$ cat src/include/mode_control_defines.vh
// constants for the operating-mode sequencer of the dual-string led driver
// assumes: included by bare name from the design files under hw/
`ifndef MODE_CONTROL_DEFINES_VH
`define MODE_CONTROL_DEFINES_VH

// ***********************************
// frame field positions
// ***********************************
`define FRAME_DATA_W       24
`define KEY_BIT            1
`define DRIVE_EN_BIT       2
`define SLEEP_REQ_BIT      3
`define CTRL_SEL_W         2
`define CTRL_SEL_FIRST     2'h1
`define CTRL_SEL_SECOND    2'h2

// ***********************************
// timing
// ***********************************
`define CLK_PERIOD_NS      40
`define RESET_DELAY_NS     400
`define SLEEP_ENTRY_NS_DEF 1000000
`define WAKE_DETECT_NS_DEF 50000
`define AUTO_RESTART_NS_DEF 10000000
`define TIMER_W            32

// ***********************************
// pin synchroniser layout
// ***********************************
`define SYNC_W             4
`define SYNC_CSN           0
`define SYNC_DIN           1
`define SYNC_SPI_UV        2
`define SYNC_WD_FAIL       3
`define SYNC_RST           4'h1

`endif

$ cat src/hw/pin_sync.v
// two-stage synchroniser for the asynchronous mode-control pins
// assumes: one clock, asynchronous active-low reset
`timescale 1ns/10ps
`include "mode_control_defines.vh"

module pin_sync #(
   parameter             WIDTH   = `SYNC_W,
   parameter [WIDTH-1:0] RST_VAL = `SYNC_RST
) (
   input  wire             REF_CLK,
   input  wire             NRST,
   input  wire [WIDTH-1:0] PIN_IN,
   output wire [WIDTH-1:0] PIN_SYNC
);

   reg [WIDTH-1:0] stage1_reg;
   reg [WIDTH-1:0] stage2_reg;

   // first stage feeds only the second one
   always @(posedge REF_CLK or negedge NRST) begin
      if (!NRST) begin
         stage1_reg <= RST_VAL;
         stage2_reg <= RST_VAL;
      end else begin
         stage1_reg <= PIN_IN;
         stage2_reg <= stage1_reg;
      end
   end

   assign PIN_SYNC = stage2_reg;

endmodule

$ cat src/hw/led_mode_control.v
// operating-mode sequencer: standby, pre-standby, reset, limp home, active
// assumes: frames arrive decoded from the serial port logic on REF_CLK,
// CSN, DIN, SPI_UV and WD_FAIL are asynchronous pins
`timescale 1ns/10ps
`include "mode_control_defines.vh"

module led_mode_control #(
   parameter SLEEP_ENTRY_NS  = `SLEEP_ENTRY_NS_DEF,
   parameter WAKE_DETECT_NS  = `WAKE_DETECT_NS_DEF,
   parameter AUTO_RESTART_NS = `AUTO_RESTART_NS_DEF
) (
   input  wire                      REF_CLK,
   input  wire                      NRST,
   input  wire                      CSN,
   input  wire                      DIN,
   input  wire                      SPI_UV,
   input  wire                      WD_FAIL,
   input  wire                      FRAME_STROBE,
   input  wire                      FRAME_WRITE,
   input  wire [`CTRL_SEL_W-1:0]    FRAME_REG_SEL,
   input  wire [`FRAME_DATA_W-1:0]  FRAME_DATA,
   input  wire                      FUNC_ERR_SET,
   output wire [4:0]                MODE,
   output wire                      BOOST_EN,
   output wire                      BUCK1_EN,
   output wire                      BUCK2_EN,
   output wire                      SPI_ACTIVE,
   output wire                      REGS_DEFAULT,
   output wire                      FUNC_ERR_FLAG,
   output wire                      KEY_PENDING
);

   // ***********************************
   // states and derived counts
   // ***********************************
   localparam [4:0] ST_STANDBY = 5'h01;
   localparam [4:0] ST_PRESTBY = 5'h02;
   localparam [4:0] ST_RESET   = 5'h04;
   localparam [4:0] ST_LIMP    = 5'h08;
   localparam [4:0] ST_ACTIVE  = 5'h10;

   // least time rounds up, never below one cycle
   function [`TIMER_W-1:0] ns_to_cycles;
      input integer ns;
      integer       cyc;
      begin
         cyc = (ns + `CLK_PERIOD_NS - 1) / `CLK_PERIOD_NS;
         if (cyc < 1) begin
            cyc = 1;
         end
         ns_to_cycles = cyc[`TIMER_W-1:0];
      end
   endfunction

   localparam [`TIMER_W-1:0] RESET_CYC   = ns_to_cycles(`RESET_DELAY_NS);
   localparam [`TIMER_W-1:0] SLEEP_CYC   = ns_to_cycles(SLEEP_ENTRY_NS);
   localparam [`TIMER_W-1:0] WAKE_CYC    = ns_to_cycles(WAKE_DETECT_NS);
   localparam [`TIMER_W-1:0] RESTART_CYC = ns_to_cycles(AUTO_RESTART_NS);
   localparam [`TIMER_W-1:0] TIMER_ZERO  = {`TIMER_W{1'b0}};
   localparam [`TIMER_W-1:0] TIMER_ONE   = {{(`TIMER_W-1){1'b0}}, 1'b1};

   // ***********************************
   // pin synchronisers
   // ***********************************
   wire [`SYNC_W-1:0] pins_sync;

   pin_sync #(
      .WIDTH   (`SYNC_W),
      .RST_VAL (`SYNC_RST)
   ) u_pin_sync (
      .REF_CLK  (REF_CLK),
      .NRST     (NRST),
      .PIN_IN   ({WD_FAIL, SPI_UV, DIN, CSN}),
      .PIN_SYNC (pins_sync)
   );

   wire csn_s     = pins_sync[`SYNC_CSN];
   wire din_s     = pins_sync[`SYNC_DIN];
   wire spi_uv_s  = pins_sync[`SYNC_SPI_UV];
   wire wd_fail_s = pins_sync[`SYNC_WD_FAIL];

   // ***********************************
   // state registers
   // ***********************************
   reg [4:0]          state_reg;
   reg [4:0]          state_next;
   reg [`TIMER_W-1:0] timer_reg;
   reg [`TIMER_W-1:0] timer_next;
   reg                key_reg;
   reg                key_next;
   reg                ferr_reg;
   reg                ferr_next;
   reg                boost_reg;
   reg                buck1_reg;
   reg                buck2_reg;
   reg                spi_on_reg;
   reg                dflt_reg;

   // ***********************************
   // frame decoding
   // ***********************************
   wire port_live  = (state_reg == ST_PRESTBY) | (state_reg == ST_LIMP) |
                     (state_reg == ST_ACTIVE);
   wire frame_in   = FRAME_STROBE & port_live;
   wire wr_first   = frame_in & FRAME_WRITE & (FRAME_REG_SEL == `CTRL_SEL_FIRST);
   wire wr_second  = frame_in & FRAME_WRITE & (FRAME_REG_SEL == `CTRL_SEL_SECOND);
   wire key_frame  = wr_first & FRAME_DATA[`KEY_BIT];
   wire drive_en   = FRAME_DATA[`DRIVE_EN_BIT];
   wire sleep_req  = FRAME_DATA[`SLEEP_REQ_BIT];
   wire keyed_cmd  = wr_second & key_reg;
   wire cmd_sleep  = keyed_cmd & ~drive_en & sleep_req;
   wire cmd_wake   = keyed_cmd & drive_en & ~sleep_req;
   wire cmd_relock = keyed_cmd & drive_en & sleep_req;
   wire cmd_drop   = wr_second & ~drive_en & ~sleep_req;

   wire sleep_cond = csn_s & ~din_s;
   wire wake_cond  = din_s | ~csn_s;

   // key holds for exactly one following frame
   always @* begin
      key_next = key_reg;
      if (!port_live) begin
         key_next = 1'b0;
      end else if (FRAME_STROBE) begin
         key_next = key_frame;
      end
   end

   // ***********************************
   // mode sequencing
   // ***********************************
   always @* begin
      state_next = state_reg;
      timer_next = timer_reg + TIMER_ONE;
      case (state_reg)
         ST_STANDBY: begin
            if (!wake_cond) begin
               timer_next = TIMER_ZERO;
            end else if (timer_reg == WAKE_CYC) begin
               state_next = ST_RESET;
            end
         end
         ST_PRESTBY: begin
            if (!sleep_cond) begin
               timer_next = TIMER_ZERO;
            end else if (timer_reg == SLEEP_CYC) begin
               state_next = ST_STANDBY;
            end
         end
         ST_RESET: begin
            if (timer_reg == RESET_CYC - TIMER_ONE) begin
               state_next = ST_LIMP;
            end
         end
         ST_LIMP: begin
            // other writes land here with no effect on the converters
            if (cmd_sleep) begin
               state_next = ST_STANDBY;
            end else if (cmd_wake) begin
               state_next = ST_ACTIVE;
            end
            if (timer_reg == RESTART_CYC - TIMER_ONE) begin
               timer_next = TIMER_ZERO;
            end
         end
         ST_ACTIVE: begin
            if (spi_uv_s | wd_fail_s) begin
               state_next = ST_RESET;
            end else if (cmd_drop | cmd_relock) begin
               state_next = ST_RESET;
            end else if (cmd_sleep) begin
               state_next = ST_PRESTBY;
            end
         end
         default: begin
            state_next = ST_STANDBY;
         end
      endcase
      if (state_next != state_reg) begin
         timer_next = TIMER_ZERO;
      end
   end

   // ***********************************
   // functional error flag
   // ***********************************
   wire restart_tick = (state_reg == ST_LIMP) & (timer_reg == RESTART_CYC - TIMER_ONE);

   // a new error wins over the auto-restart clear, but the reset-mode clear wins over a new error
   always @* begin
      ferr_next = ferr_reg;
      if (state_reg == ST_RESET) begin
         ferr_next = 1'b0;
      end else if (FUNC_ERR_SET) begin
         ferr_next = 1'b1;
      end else if (restart_tick) begin
         ferr_next = 1'b0;
      end
   end

   // ***********************************
   // registers
   // ***********************************
   always @(posedge REF_CLK or negedge NRST) begin
      if (!NRST) begin
         state_reg  <= ST_STANDBY;
         timer_reg  <= TIMER_ZERO;
         key_reg    <= 1'b0;
         ferr_reg   <= 1'b0;
      end else begin
         state_reg  <= state_next;
         timer_reg  <= timer_next;
         key_reg    <= key_next;
         ferr_reg   <= ferr_next;
      end
   end

   // ***********************************
   // converter and port gating
   // ***********************************
   // outputs follow the next state so they change with the mode
   always @(posedge REF_CLK or negedge NRST) begin
      if (!NRST) begin
         boost_reg  <= 1'b0;
         buck1_reg  <= 1'b0;
         buck2_reg  <= 1'b0;
         spi_on_reg <= 1'b0;
         dflt_reg   <= 1'b0;
      end else begin
         case (state_next)
            ST_PRESTBY: begin
               boost_reg  <= 1'b0;
               buck1_reg  <= 1'b0;
               buck2_reg  <= 1'b0;
               spi_on_reg <= 1'b1;
               dflt_reg   <= 1'b0;
            end
            ST_RESET: begin
               boost_reg  <= 1'b0;
               buck1_reg  <= 1'b0;
               buck2_reg  <= 1'b0;
               spi_on_reg <= 1'b0;
               dflt_reg   <= 1'b1;
            end
            ST_LIMP: begin
               boost_reg  <= 1'b1;
               buck1_reg  <= din_s;
               buck2_reg  <= 1'b0;
               spi_on_reg <= 1'b1;
               dflt_reg   <= 1'b0;
            end
            ST_ACTIVE: begin
               boost_reg  <= 1'b1;
               buck1_reg  <= 1'b1;
               buck2_reg  <= 1'b1;
               spi_on_reg <= 1'b1;
               dflt_reg   <= 1'b0;
            end
            default: begin
               boost_reg  <= 1'b0;
               buck1_reg  <= 1'b0;
               buck2_reg  <= 1'b0;
               spi_on_reg <= 1'b0;
               dflt_reg   <= 1'b0;
            end
         endcase
      end
   end

   assign MODE          = state_reg;
   assign BOOST_EN      = boost_reg;
   assign BUCK1_EN      = buck1_reg;
   assign BUCK2_EN      = buck2_reg;
   assign SPI_ACTIVE    = spi_on_reg;
   assign REGS_DEFAULT  = dflt_reg;
   assign FUNC_ERR_FLAG = ferr_reg;
   assign KEY_PENDING   = key_reg;

endmodule

$ cat config.mk
export PLATFORM = sky130hd
export DESIGN_NAME = led_mode_control
export DESIGN_NICKNAME = d
export VERILOG_FILES = /design/src/hw/pin_sync.v /design/src/hw/led_mode_control.v
export VERILOG_INCLUDE_DIRS = /design/src /design/src/include
export SDC_FILE = /design/constraint.sdc
export NUM_CORES = 1
export LEC_CHECK = 0
export ABC_AREA = 1
export ABC_CLOCK_PERIOD_IN_PS = 4760
export BUFFER_PORTS_ARGS = -buffer_cell sky130_fd_sc_hd__buf_2
export CAP_MARGIN = 5
export CORE_MARGIN = 8
export CORE_UTILIZATION = 37
export CTS_BUF_LIST = sky130_fd_sc_hd__clkbuf_4 sky130_fd_sc_hd__clkbuf_8 sky130_fd_sc_hd__clkbuf_16
export CTS_CLUSTER_DIAMETER = 150
export DETAILED_ROUTE_END_ITERATION = 12
export GPL_ROUTABILITY_DRIVEN = 0
export PLACE_DENSITY = 0.59
export SYNTH_ARGS = -nofsm -noshare
export SYNTH_HDL_FRONTEND = slang
export SYNTH_SLANG_ARGS = --single-unit
$ cat constraint.sdc
create_clock -name REF_CLK -period 4.76 [get_ports REF_CLK]
set_clock_uncertainty 0.2 [all_clocks]
set_input_delay 0.952 -clock REF_CLK [delete_from_list [all_inputs] [get_ports REF_CLK]]
set_output_delay 0.952 -clock REF_CLK [all_outputs]
set_load 0.01 [all_outputs]
# --- Word level (Yosys, flattened, before mapping) ---
# Cells that the tools add are included.
op_classes:
  bitwise_logic: 24
  n_lt_le_gt_ge: 0
  muxes: 26
  n_div: 0
  n_mul: 0
  reduce_logical: 3
  n_addsub: 1
  n_eq_ne: 17
  n_shift: 0
ops:
  columns: ["op", "count"]
  rows:
  - ["2-to-1 mux 32 bit", 4]
  - ["case mux 32 bit (3 select lines)", 1]
  - ["2-to-1 mux 5 bit", 10]
  - ["adder 32 x 1 -> 32 bit (second input constant)", 1]
  - ["equality test 32 x 11 -> 1 bit (second input constant)", 1]
  - ["equality test 32 x 15 -> 1 bit (second input constant)", 1]
  - ["equality test 32 x 18 -> 1 bit (second input constant)", 1]
  - ["equality test 32 x 4 -> 1 bit (second input constant)", 1]
  - ["case mux 5 bit (5 select lines)", 1]
  - ["bitwise AND 1 bit", 15]
  - ["equality test 5 x 2 -> 1 bit (second input constant)", 2]
  - ["equality test 5 x 3 -> 1 bit (second input constant)", 2]
  - ["equality test 5 x 4 -> 1 bit (second input constant)", 2]
  - ["equality test 5 bit (second input constant)", 2]
  - ["2-to-1 mux 1 bit", 9]
  - ["equality test 5 x 1 -> 1 bit (second input constant)", 1]
  - ["inequality test 5 bit", 1]
  - ["OR 1 bit", 5]
  - ["NOT 1 bit", 4]
  - ["nonzero test 3 bit", 1]
  - ["OR reduction 3 bit", 1]
  - ["equality test 2 x 1 -> 1 bit (second input constant)", 1]
  - ["equality test 2 bit (second input constant)", 1]
  - ["inequality test 2 bit (second input constant)", 1]
  - ["2 further kinds", 2]
totals:
  output_inout_bits: 12
  ramBits: 0
  ff_bits: 52
  latch_bits: 0
  memories: 0
  romBits: 0

# --- Logic depth before layout (Yosys ltp) ---
# Gate-level depths: netlist (run 1).
logic_depth:
  word_depth: 16
  depth_mapped: 17
  mapped_depth_nobuf: 16

# --- Hierarchy ---
# From an unflattened synthesis (run 1), not the netlist that was laid out.
hier_totals:
  cells_unflattened: 425
  hier_area_um2: 3129.3
modules_own_cells:
  columns: ["mod", "cells_each", "instances", "seq_area_each_um2", "area_per_inst_um2"]
  rows:
  - ["led_mode_control", 417, 1, 1102.3, 2926.6]
  - ["pin_sync", 8, 1, 202.7, 202.7]

# --- Worst setup path before layout (run 1) ---
# OpenSTA, ideal clock, no wires.
synth_path:
  path_type: "in2reg"
  from: "input FRAME_REG_SEL[1]"
  to: "register timer_reg[7]"
  t_arrival_ns: 2.073
  path_buffers: 1
  slack_ns: 2.365
  setup_time_ns: 0.121
  path_stages: 12
  required_ns: 4.439
  path_cell_list: "inv_1 -> nor2_1 -> nand3_1 -> nor2_1 -> nand3_1 -> nand2_1 -> nand3_1 -> nor2_1 -> nor2_1 -> nand2_2 -> buf_6 -> nor2_1"
synth_between:
  elab_chain_len: 11
  word_cells_on_any_way: 19
  classes_between: "eq/ne: 2; mux: 7; bitwise: 10"
synth_lines:
  columns: ["item", "line", "text"]
  rows:
  - ["from (decl)", "led_mode_control.v:20", "input wire [`CTRL_SEL_W-1:0] FRAME_REG_SEL,"]
  - ["equality test 2 bit (no line) *", null, null]
  - ["bitwise AND 1 bit *", "led_mode_control.v:106", "wire wr_second = frame_in & FRAME_WRITE & (FRAME_REG_SEL == `CTRL_SEL_SECOND);"]
  - ["bitwise AND 1 bit", "led_mode_control.v:110", "wire keyed_cmd = wr_second & key_reg;"]
  - ["bitwise AND 1 bit (on tied branches)", "led_mode_control.v:111, led_mode_control.v:112, led_mode_control.v:113", null]
  - ["bitwise AND 1 bit (on tied branches)", "led_mode_control.v:111, led_mode_control.v:113", null]
  - ["2-to-1 mux 5 bit / OR 1 bit (equally long branches)", "led_mode_control.v:171, led_mode_control.v:169", null]
  - ["2-to-1 mux 5 bit", "led_mode_control.v:169", "end else if (cmd_drop | cmd_relock) begin"]
  - ["2-to-1 mux 5 bit", "led_mode_control.v:167", "if (spi_uv_s | wd_fail_s) begin"]
  - ["case mux 5 bit (5 select lines) *", "led_mode_control.v:135", "case (state_reg)"]
  - ["inequality test 5 bit *", "led_mode_control.v:179", "if (state_next != state_reg) begin"]
  - ["2-to-1 mux 32 bit *", "led_mode_control.v:179", null]
  - ["via timer_next[7]", "led_mode_control.v:88", "reg [`TIMER_W-1:0] timer_next;"]
  - ["to (signal assigned)", "led_mode_control.v:212", "timer_reg <= timer_next;"]
  - ["to (decl)", "led_mode_control.v:87", "reg [`TIMER_W-1:0] timer_reg;"]
# Mark *: on every way through the listed nets, which the timed path passes. The rest lies on a longest branch.
# A chain may end at the register's enable or synchronous reset.

# --- Worst setup path in the final report (run 1) ---
layout_path:
  from: "register state_reg[2] (netlist: MODE[2])"
  to: "register timer_reg[15]"
layout_between:
  elab_chain_len: 15
  word_cells_on_any_way: 33
  classes_between: "eq/ne: 6; mux: 13; bitwise: 14"
layout_lines:
  columns: ["item", "line", "text"]
  rows:
  - ["from (decl)", "led_mode_control.v:85", "reg [4:0] state_reg;"]
  - ["from (signal assigned)", "led_mode_control.v:211", "state_reg <= state_next;"]
  - ["equality test 5 x 2 -> 1 bit / equality test 5 x 4 -> 1 bit (equally long branches)", "led_mode_control.v:102, led_mode_control.v:135", null]
  - ["OR 1 bit (2 in a row)", "led_mode_control.v:102", "wire port_live = (state_reg == ST_PRESTBY) | (state_reg == ST_LIMP) |"]
  - ["bitwise AND 1 bit", "led_mode_control.v:104", "wire frame_in = FRAME_STROBE & port_live;"]
  - ["bitwise AND 1 bit (2 in a row)", "led_mode_control.v:106", null]
  - ["bitwise AND 1 bit", "led_mode_control.v:110", null]
  - ["bitwise AND 1 bit (on tied branches)", "led_mode_control.v:111, led_mode_control.v:112, led_mode_control.v:113", null]
  - ["bitwise AND 1 bit (on tied branches)", "led_mode_control.v:111, led_mode_control.v:113", null]
  - ["2-to-1 mux 5 bit / OR 1 bit (equally long branches)", "led_mode_control.v:171, led_mode_control.v:169", null]
  - ["2-to-1 mux 5 bit", "led_mode_control.v:169", null]
  - ["2-to-1 mux 5 bit", "led_mode_control.v:167", null]
  - ["case mux 5 bit (5 select lines)", "led_mode_control.v:135", null]
  - ["inequality test 5 bit", "led_mode_control.v:179", null]
  - ["2-to-1 mux 32 bit *", "led_mode_control.v:179", null]
  - ["via timer_next[15]", "led_mode_control.v:88", null]
# Marks and branches as above.

==> results of run 1 <==
==> cell usage in the layout, fill, tap and decap left out, types with 3 or more instances in the layout <==
master,instances
nor4_1,4
dfstp_2,3
dfrtp_1,49
or2_2,7
inv_1,61
nand2_2,4
nand4_1,13
buf_2,25
nand3b_1,5
nor2_1,80
nand3_2,3
nand3_1,52
nor3_1,14
nor2_2,8
xor2_1,4
o21ai_0,12
ha_1,4
nand2_1,84
clkbuf_8,5
==> worst paths after layout <==
path | startpoint | endpoint
min in group asynchronous | NRST | timer_reg[14]
min reg2reg | u_pin_sync.stage1_reg[1] | u_pin_sync.PIN_SYNC[1]
max | MODE[2] | timer_reg[15]
max in group asynchronous | NRST | MODE[0]
max reg2reg | MODE[2] | timer_reg[15]
min | u_pin_sync.stage1_reg[1] | u_pin_sync.PIN_SYNC[1]
==> cell type report <==
class | count | area share, %
Multi-Input combinational cell | 311 | 44.5
Sequential cell | 52 | 37.7
Inverter | 62 | 6.71
Timing Repair Buffer | 27 | 4.04
Tap cell | 105 | 3.79
Clock buffer | 5 | 1.99
Clock inverter | 3 | 1.34
==> critical path, stage by stage (launching register included) <==
cell     delay (ns)
dfrtp_1        0.46
nor2_1         0.19
nand3_1        0.21
nand3_2        0.18
nand3_1        0.08
nor2_1         0.13
nand3_1        0.13
nand2_1        0.15
nand3_1        0.12
nor2_1         0.10
nor2_1         0.06
nand2_2        0.50
nor2_1         0.09
==> power groups by stage <==
stage               registers, mW  logic, mW  clock network, mW
global placement            0.482     0.0829                  0
detailed placement          0.484     0.0822                  0
global route                0.479     0.0935              0.342
CTS                         0.475     0.0826              0.327
floorplan                   0.479     0.0528                  0
finish                      0.475     0.0808              0.314
==> through the flow <==
step / instances / utilization (%) / instance area, sq um / total power, mW
final: 565 / 42.4 / 3470 / 0.870
after global routing: 565 / 42.4 / 3470 / 0.915
after CTS: 565 / 42.4 / 3470 / 0.885
after detailed placement: 557 / 41.0 / 3350 / 0.566
after global placement: 557 / 41.0 / 3350 / 0.565
after floorplan: 431 / - / 3120 / 0.531
==> cell families (layout without fill, tap and decap cells) <==
family	count (synthesis)	count (layout)	synth area share (%)
fa+ha+maj	4	4	1.61
compound gates	21	21	3.85
simple gates	281	281	42.4
xor+xnor	5	5	1.40
buf+inv	68	97	8.91
flops	52	52	41.9
==> metal layers <==
layer  share of wire (%)  vias up  GRT usage (%)
met1                  50     1247           17.2
met4                0.91        0           3.57
met3                 3.4        5           1.80
met5                   0        -              0
li1                    -     1435              -
met2                  46       37           19.8
==> summary.md, run 1 <==
| Metric | Value |
|---|---|
| Final-layout fill cell count | `roughly 860` |
| Final ANT Viol Nets | `0` |
| First-pass GRT wire length | `roughly 12000 microns` |
| Max reg flops | `32` |
| Vias in the first global route | `between 2000 and 3000` |
| DP Wirelength | `about 5300 microns` |
| Final min period | `2.78 ns` |
| Port Buf Inserts | `25` |
| Worst Path Arrival | `around 2.8 ns` |
| Fraction of layout cells with a size suffix above 1 | `between 10% and 20%` |
| Unrepaired setup endpoints after global routing | `no` |
| Crit Path Max Fanout | `32` |
| I/O pin count | `47` |
| Yosys top cell area share | `roughly two fifths` |
| Seq. cell area | `1310 sq um` |
| Area grow syn2layout | `11.2%` |
| Post-Syn Area | `3120 sq um` |
| Reg2reg path depth | `12` |
| Core area | `8180 sq um` |
| Logic gate share of total power | `about a tenth` |
| FP Rows | `33` |
| Sw Ratio | `approximately a quarter` |
| Via count | `2724` |
| Drt initial violations | `between 200 and 250` |
| Sequential fraction of the synthesis area | `between 40% and 50%` |
| Count of cell types in the netlist | `33` |
| Max cap viols | `0` |
| Worst Hold Depth | `0` |
| Setup slack after layout | `approximately 2.0 ns` |
| Initial antenna violation count | `0` |
| Syn_nets | `470` |
| Initial core utilization | `38.1%` |
| Slew @ Worst Pin | `a little under 0.7 ns` |
| Slew Viols, Final | `0` |
| Die W | `about 110 microns` |
| Post-synthesis cell count | `~430` |
| Reg clk slew, reported paths | `approximately 0.1 ns` |
| CP Capture Type | `flop` |
| Setup Viol. Count Final | `0` |
| Max VDD drop | `between 100 and 150 uV` |
| Commonest cells post-synth | `nand2_1 (84), nor2_1 (80), inv_1 (61), nand3_1 (52), dfrtp_1 (49)` |
| CTS Root Cell | `clkbuf_8` |
| Routed len/inst | `12.3 microns` |
| Yosys warning total | `0` |
| Synth Register Bits | `52` |
| Hold Buf Count CTS | `0` |
| Max_slew headroom | `54.4%` |
| Placement Setup Slack | `about 1.7 ns` |
| GRT overflow | `0` |
| Vias per inst | `approximately 4.8` |
| Most common cell in the netlist | `nand2_1` |
| Worst-case clock buffer depth | `2` |
| Setup TNS | `0 ns` |
| Final hold slack | `roughly 0.16 ns` |
| P_sw | `about 220 uW` |
| Die area | `roughly 12000 sq um` |
| Pre-antenna DRT Iters | `4` |
| Number of synthesized flops with an enable pin | `0` |
| Clock power frac | `36.1%` |
| Cell internal pwr | `648 uW` |
| Most used DFF post-synth | `dfrtp_1` |
| Post-CTS sizing | `0` |
| Gr usage total | `about an eighth` |
| Critical path type | `flop to flop` |
| Antenna cells | `0` |
| WL final | `roughly 7000 microns` |
| Main area contributors after synthesis | `dfrtp_1 (39%), nand2_1 (10%), nor2_1 (9.6%), nand3_1 (8.3%), inv_1 (7.3%)` |
| Largest net degree at the start of global routing | `42` |
| Die height | `around 110 microns` |
| Leakage | `1.72 nW` |
| Layout net count | `between 400 and 500` |
| Mean post-synth cell area | `7.23 sq um` |
| Synth area leader | `dfrtp_1` |
| Post-CTS setup buffer count | `0` |
| Final Hold Vio Count | `0` |
| DR DRC count | `0` |
| Worst Hold Class | `flop to flop` |
| Outcome | `completed` |
| FFs w/ async S/R, synth | `100%` |
| Sequential share of power | `between 50% and 60%` |
| Max Fclk | `360 MHz` |
| Reg-to-reg slack, setup | `1.98 ns` |
| Multi-input gate area | `about 1500 sq um` |
| Fin crit share | `a little under 60%` |
| CP startpoint kind | `flop` |
| Clk_lat worst skew | `0.31 ns` |
| H-Tree Depth | `2` |
| CTS tree | `yes` |
| Clk sinks | `52` |
| Power per cell area | `approximately 250 nW/um^2` |
| Num CTS Buffers | `5` |
| Worst Path Required | `~4.7 ns` |
Note: power is estimated with default switching activity, not from simulation.
==> inputs of run 2 (changes only) <==
- ABC_AREA: 1 -> 0
- ABC_CLOCK_PERIOD_IN_PS: 4760 -> 2500
- PLACE_DENSITY: 0.59 -> 0.61
- clock period: 4.76 -> 2.5 ns (I/O delays scaled with it)
==> summary.md, run 2 <==
| Metric | Value |
|---|---|
| Initial core utilization | `37.4% (-0.77 points)` |
| Buffers and inverters on the worst path | `1 (+1)` |
| CP startpoint kind | `flop` |
| Fin crit share | `102% (+44 points)` |
| Crit Path Max Fanout | `16 (-50%)` |
| Setup slack after layout | `-0.0588 ns (-2.04 ns)` |
| Most common cell in the netlist | `nor2_1` |
| First-pass GRT wire length | `10800 microns (-9.8%)` |
| Count of cell types in the netlist | `54 (+64%)` |
| DR DRC count | `0 (unchanged)` |
| H-Tree Depth | `2 (unchanged)` |
| Worst-case clock buffer depth | `2 (unchanged)` |
| Max VDD drop | `260 uV (+100%)` |
| I/O pin count | `47 (unchanged)` |
| Placement Setup Slack | `-0.119 ns (-1.82 ns)` |
| Crit path max-delay family | `simple AND/OR/NAND/NOR gates` |
| Final Hold Vio Count | `0 (unchanged)` |
| Power per cell area | `475 nW/um^2 (+89%)` |
| Final Core Density | `47.2% (+4.8 points)` |
| Post-synthesis cell count | `293 (-32%)` |
| Sequential fraction of the synthesis area | `46.2% (+4.3 points)` |
| DP Wirelength | `4660 microns (-11%)` |
| Setup TNS | `-1.72 ns (-1.72 ns)` |
| Instance count on the critical path | `7 (-5)` |
| Vias in the first global route | `2312 (-12%)` |
| Reg clk slew, reported paths | `0.09 ns (about the same)` |
| Worst path cell trace | `or4_4 > or4_4 > o32a_1 > nand4_1 > or4b_4 > buf_12 > nor2_1` |
| Worst Path Arrival | `2.55 ns (-0.20 ns)` |
| Max cap viols | `0 (unchanged)` |
| Most frequent cells in the layout | `nor2_1 (53), dfrtp_1 (49), buf_4 (41), buf_2 (25), xnor2_1 (19)` |
| Leakage | `1.64 nW (-4.7%)` |
| Commonest non-fill, non-tap cell in the layout | `nor2_1` |
| Gr usage total | `12.9% (+0.40 points)` |
| Top layer in use | `met4` |
| Vias per inst | `5.10 (+5.7%)` |
| CTS tree | `yes` |
| Worst Hold Class | `input port to flop` |
| Largest net degree at the start of global routing | `28 (-33%)` |
| Worst Hold Depth | `1 (+1)` |
| Met3 WL | `340 microns (+47%)` |
| Num CTS Buffers | `5 (unchanged)` |
| Max_slew headroom | `60.2% (+5.8 points)` |
| CP Capture Type | `flop` |
| Die height | `103 microns (-4.1%)` |
| FFs w/ async S/R, synth | `100% (unchanged)` |
| Slowest stage delay, CP | `0.54 ns (+0.04 ns)` |
| Clk_lat worst skew | `0.31 ns (about the same)` |
| Synth area leader | `dfrtp_1` |
| Number of synthesized flops with an enable pin | `0 (unchanged)` |
| WL final | `6390 microns (-7.8%)` |
| Reg2reg path depth | `7 (-5)` |
| Clk sinks | `52 (unchanged)` |
| Drt initial violations | `109 (-47%)` |
| CP max stage cell | `or4_4` |
| Setup Viol. Count Final | `32 (+32)` |
| Synth Register Bits | `52 (unchanged)` |
| FP Rows | `32 (-3.0%)` |
| Max reg flops | `32 (unchanged)` |
| Mean post-synth cell area | `9.65 sq um (+33%)` |
| Via count | `2354 (-14%)` |
| Slew Viols, Final | `0 (unchanged)` |
| Core area | `7570 sq um (-7.4%)` |
| Final min period | `2.56 ns (-0.217 ns)` |
| Worst Path Required | `2.49 ns (-2.24 ns)` |
| CTS Root Cell | `clkbuf_8` |
| Outcome | `finished, violations left` |
| GRT overflow | `0 (unchanged)` |
| Routed len/inst | `13.8 microns (+13%)` |
| Die W | `103 microns (-4.1%)` |
| Yosys top cell area share | `43.4% (+4.0 points)` |
| Wire length on met2 | `3020 microns (-5.1%)` |
| Unrepaired setup endpoints after global routing | `yes` |
| Pre-antenna DRT Iters | `4 (unchanged)` |
| Area grow syn2layout | `26.3%` |
| Port Buf Inserts | `25 (unchanged)` |
| Initial antenna violation count | `0 (unchanged)` |
| Layout net count | `398 (-20%)` |
| Total Power | `1.70 mW (+95%)` |
| Commonest cells post-synth | `nor2_1 (54), dfrtp_1 (49), xnor2_1 (19), nand3_1 (15), nand2_1 (13)` |
| Max Fclk | `391 MHz (+8.5%)` |
| Main area contributors after synthesis | `dfrtp_1 (43%), nor2_1 (7.2%), xnor2_1 (5.9%), xor2_1 (3.7%), dfstp_2 (2.8%)` |
| Violated checks | `setup timing` |
| Slew @ Worst Pin | `0.597 ns (-0.0848 ns)` |
| Antenna cells | `0 (unchanged)` |
| Most used DFF post-synth | `dfrtp_1` |
| Post-Syn Area | `2830 sq um (-9.3%)` |
| Yosys warning total | `0 (unchanged)` |
| Critical path type | `flop to flop` |
| Fraction of layout cells with a size suffix above 1 | `27.2% (+12 points)` |
| M1 wire length | `2970 microns (-14%)` |
| Top cell by count, worst path | `or4_4` |
| Final hold slack | `0.0932 ns (-0.0626 ns)` |
| Syn_nets | `332 (-29%)` |
| Final ANT Viol Nets | `0 (unchanged)` |
| Die area | `10700 sq um (-8.0%)` |
## run 2: cell count changes after synthesis, sizes merged, moves of 8 or more
cell	change
inv	-54
o21ai	-9
nor2	-34
xor2	+8
xnor2	+18
nand3	-40
nor3	-11
nand2	-75
## run 2: timing repair
| item | CTS | global route |
|---|---|---|
| setup endpoints to repair | 33 | 33 |
| setup buffers | 0 | 3 |
| pin swaps | 8 | 6 |
| hold endpoints to repair | 1 | 0 |
| resized for setup | 12 | 4 |
| hold buffers | 1 | 0 |
| gates cloned | 1 | 0 |
## run 2: power by group
group | internal (mW) | total (mW) | switching (mW)
registers | 0.871 | 0.889 | 0.0185
clock network | 0.308 | 0.585 | 0.277
logic | 0.110 | 0.221 | 0.111
total | 1.29 | 1.70 | 0.407
## run 2: logic make-up after synthesis
logic type / Yosys count / share of synthesized area (%)
simple gates: 159 / 30.8
flops: 52 / 46.2
xor+xnor: 31 / 9.60
compound gates: 27 / 7.43
buf+inv: 19 / 3.89
fa+ha+maj: 4 / 1.77
mux: 1 / 0.354
## run 2: path summary, 6_finish.rpt
check	from	to	slack, ns
setup reg to reg	timer_reg[6]	timer_reg[10]	-0.06
max in group asynchronous	NRST	MODE[0]	0.95
hold reg to reg	u_pin_sync.stage1_reg[1]	u_pin_sync.PIN_SYNC[1]	0.15
setup / recovery	timer_reg[6]	timer_reg[10]	-0.06
hold / removal	CSN	u_pin_sync.stage1_reg[0]	0.09
min in group asynchronous	NRST	BUCK2_EN	0.52
## run 2: worst register-to-register path: stages (launching register included)
cell	delay (ns)
dfrtp_1	0.42
or4_4	0.54
or4_4	0.51
o32a_1	0.31
nand4_1	0.09
or4b_4	0.18
buf_12	0.15
nor2_1	0.05
## run 2: per-layer routing
metal | up-vias | track usage [%]
met5 | - | 0
met4 | 0 | 4.67
met3 | 5 | 2.28
met2 | 54 | 20.5
met1 | 1126 | 17.2
li1 | 1169 | -
## run 2: per-stage QoR
step	instance area, sq um	std cells
finish	3570	462
global route	3570	462
floorplan	2840	293
detailed placement	3330	449
CTS	3540	459
global placement	3330	449
## run 2: area by class of cell
class                           count  area [sq um]
Fill cell                         718          4000
Inverter                            8          30.0
Timing Repair Buffer               70           510
Sequential cell                    52          1310
Tap cell                          102           128
Clock inverter                      2          35.0
Multi-Input combinational cell    222          1490
Clock buffer                        6          76.3
==> inputs of run 3 (changes only) <==
- ABC_AREA: 0 -> 1
==> summary.md, run 3 (synthesized netlist as in run 1, its figures left out) <==
| Metric | Value |
|---|---|
| Max Fclk | `403 MHz (+3.2%)` |
| I/O pin count | `47 (unchanged)` |
| Final-layout fill cell count | `789 (+9.9%)` |
| Multi-input gate area | `1810 sq um (+22%)` |
| Die W | `108 microns (+4.2%)` |
| Num CTS Buffers | `5 (unchanged)` |
| Worst Path Arrival | `2.53 ns (-0.02 ns)` |
| Die height | `108 microns (+4.2%)` |
| Die area | `11600 sq um (+8.6%)` |
| H-Tree Depth | `2 (unchanged)` |
| Fin crit share | `99.2% (-3.2 points)` |
| Sw Ratio | `24.2% (+0.19 points)` |
| Vias per inst | `4.98 (-2.2%)` |
| Final Hold Vio Count | `0 (unchanged)` |
| CP Capture Type | `flop` |
| Layout net count | `522 (+31%)` |
| CTS tree | `yes` |
| Pre-antenna DRT Iters | `4 (unchanged)` |
| Seq. cell area | `1310 sq um (+0.58%)` |
| Vias in the first global route | `2747 (+19%)` |
| Slew Viols, Final | `0 (unchanged)` |
| Critical path type | `flop to flop` |
| Outcome | `completed` |
| Leakage | `1.94 nW (+19%)` |
| Worst-case clock buffer depth | `2 (unchanged)` |
| Logic gate share of total power | `12.3% (-0.7 points)` |
| GRT overflow | `0 (unchanged)` |
| Antenna cells | `0 (unchanged)` |
| Sequential share of power | `46.8% (-5.7 points)` |
| Worst Path Required | `2.55 ns (+0.06 ns)` |
| DR DRC count | `0 (unchanged)` |
| DP Wirelength | `5390 microns (+16%)` |
| First-pass GRT wire length | `12500 microns (+16%)` |
| Routed len/inst | `13.8 microns (-0.32%)` |
| Max_slew headroom | `67.0% (+6.8 points)` |
| FP Rows | `33 (+3.1%)` |
| Unrepaired setup endpoints after global routing | `yes` |
| Commonest non-fill, non-tap cell in the layout | `nand2_1` |
| Final ANT Viol Nets | `0 (unchanged)` |
| Final min period | `2.48 ns (-0.0796 ns)` |
| Clk_lat worst skew | `0.31 ns (about the same)` |
| Crit Path Max Fanout | `8 (-8)` |
| Max reg flops | `32 (unchanged)` |
| Area grow syn2layout | `30.0%` |
| Via count | `2935 (+25%)` |
| Most frequent cells in the layout | `nand2_1 (79), inv_1 (59), nor2_1 (48), nand3_1 (46), dfrtp_1 (43)` |
| Largest net degree at the start of global routing | `35 (+25%)` |
| Cell internal pwr | `1.48 mW (+15%)` |
| CTS Root Cell | `clkbuf_8` |
| Clk sinks | `52 (unchanged)` |
| Setup Viol. Count Final | `0 (-100%)` |
| Placement Setup Slack | `0.0340 ns (+0.153 ns)` |
| Max VDD drop | `321 uV (+23%)` |
| P_sw | `473 uW (+16%)` |
| Power per cell area | `483 nW/um^2 (+1.7%)` |
| Fraction of layout cells with a size suffix above 1 | `30.2% (+2.9 points)` |
| Initial antenna violation count | `0 (unchanged)` |
| Drt initial violations | `197 (+81%)` |
| Max cap viols | `0 (unchanged)` |
| Worst Hold Class | `input port to flop` |
| Initial core utilization | `38.1% (+0.77 points)` |
| Clock power frac | `40.9% (+6.4 points)` |
| Gr usage total | `13.1% (+0.21 points)` |
| Slew @ Worst Pin | `0.490 ns (-0.107 ns)` |
| WL final | `8110 microns (+27%)` |
| CP startpoint kind | `flop` |
| Setup slack after layout | `0.0208 ns (+0.0796 ns)` |
| Setup TNS | `0 ns (+1.72 ns)` |
| Reg clk slew, reported paths | `0.10 ns (about the same)` |
| Port Buf Inserts | `25 (unchanged)` |
| Core area | `8180 sq um (+8.0%)` |
| Total Power | `1.96 mW (+15%)` |
-- run 3: changes by cell type in the layout (fill, tap and decap cells not counted), sizes merged, moves of 6 or more --
cell	change
inv	+54
xor2	-8
nand2	+75
nand3	+40
nor2	+34
o21ai	+9
nor3	+11
buf	-21
xnor2	-18
nor2b	-6
and4	-7
-- run 3: cell type report --
cell class | instances | share of cell area, %
Sequential cell | 52 | 32.4
Clock buffer | 5 | 1.70
Timing Repair Buffer | 51 | 9.94
Clock inverter | 3 | 2.22
Inverter | 62 | 5.80
Multi-Input combinational cell | 311 | 44.7
Tap cell | 105 | 3.24
-- run 3: worst paths after layout --
| kind | start | endpoint | slack [ns] | cells after the start |
|---|---|---|---|---|
| worst max-delay path | timer_reg[13] | timer_reg[28] | 0.02 | 15 |
| worst min-delay path | CSN | u_pin_sync.stage1_reg[0] | 0.08 | 1 |
| worst max register to register | timer_reg[13] | timer_reg[28] | 0.02 | 15 |
| worst min register to register | u_pin_sync.stage1_reg[0] | u_pin_sync.PIN_SYNC[0] | 0.16 | 0 |
| max in group asynchronous | NRST | MODE[0] | 1.04 | 3 |
| min in group asynchronous | NRST | timer_reg[25] | 0.45 | 2 |
-- run 3: per-layer routing --
metal / GRT usage (%) / wire, microns
met4: 4.46 / 116
met5: 0 / 0
met2: 21.1 / 3870
met3: 2.46 / 251
met1: 17.2 / 3880
-- run 3: critical path: stages (launching register included) --
cell	delay [ns]
dfrtp_1	0.43
inv_1	0.09
nor3_1	0.31
nand3_1	0.19
nor2_1	0.14
nand3_1	0.08
nand2_1	0.08
nor2_2	0.05
nand2_2	0.07
nand2_1	0.04
nand2_1	0.06
nand2_1	0.06
nor2_2	0.17
nand2_4	0.12
clkbuf_16	0.21
nor2_2	0.10
-- run 3: timing repair --
item | CTS | global route
hold buffers | 1 | 0
setup endpoints to repair | 0 | 32
hold endpoints to repair | 18 | 0
buffers inserted | 0 | 8
gates resized for setup | 0 | 80
-- run 3: through the flow --
| stage | cells | utilization (%) | hold WS (ns) | area (sq um) |
|---|---|---|---|---|
| 6_report | 589 | 49.6 | 0.0777 | 4050 |
| 5_1_grt | 589 | 49.6 | 0.0542 | 4050 |
| 4_1_cts | 578 | 44.6 | 0.0682 | 3650 |
| 3_5_place_dp | 569 | 42.5 | 0.140 | 3480 |
| 3_3_place_gp | 569 | 42.5 | 0.133 | 3480 |
| 2_1_floorplan | 431 | - | 0.00441 | 3120 |
-- run 3: power groups by stage --
| stage | clock network [mW] | logic (mW) | registers, mW |
|---|---|---|---|
| 2_1_floorplan | 0 | 0.101 | 0.911 |
| 4_1_cts | 0.811 | 0.163 | 0.903 |
| 6_report | 0.800 | 0.240 | 0.916 |
| 3_5_place_dp | 0 | 0.160 | 0.919 |
| 5_1_grt | 0.848 | 0.265 | 0.923 |
| 3_3_place_gp | 0 | 0.158 | 0.918 |
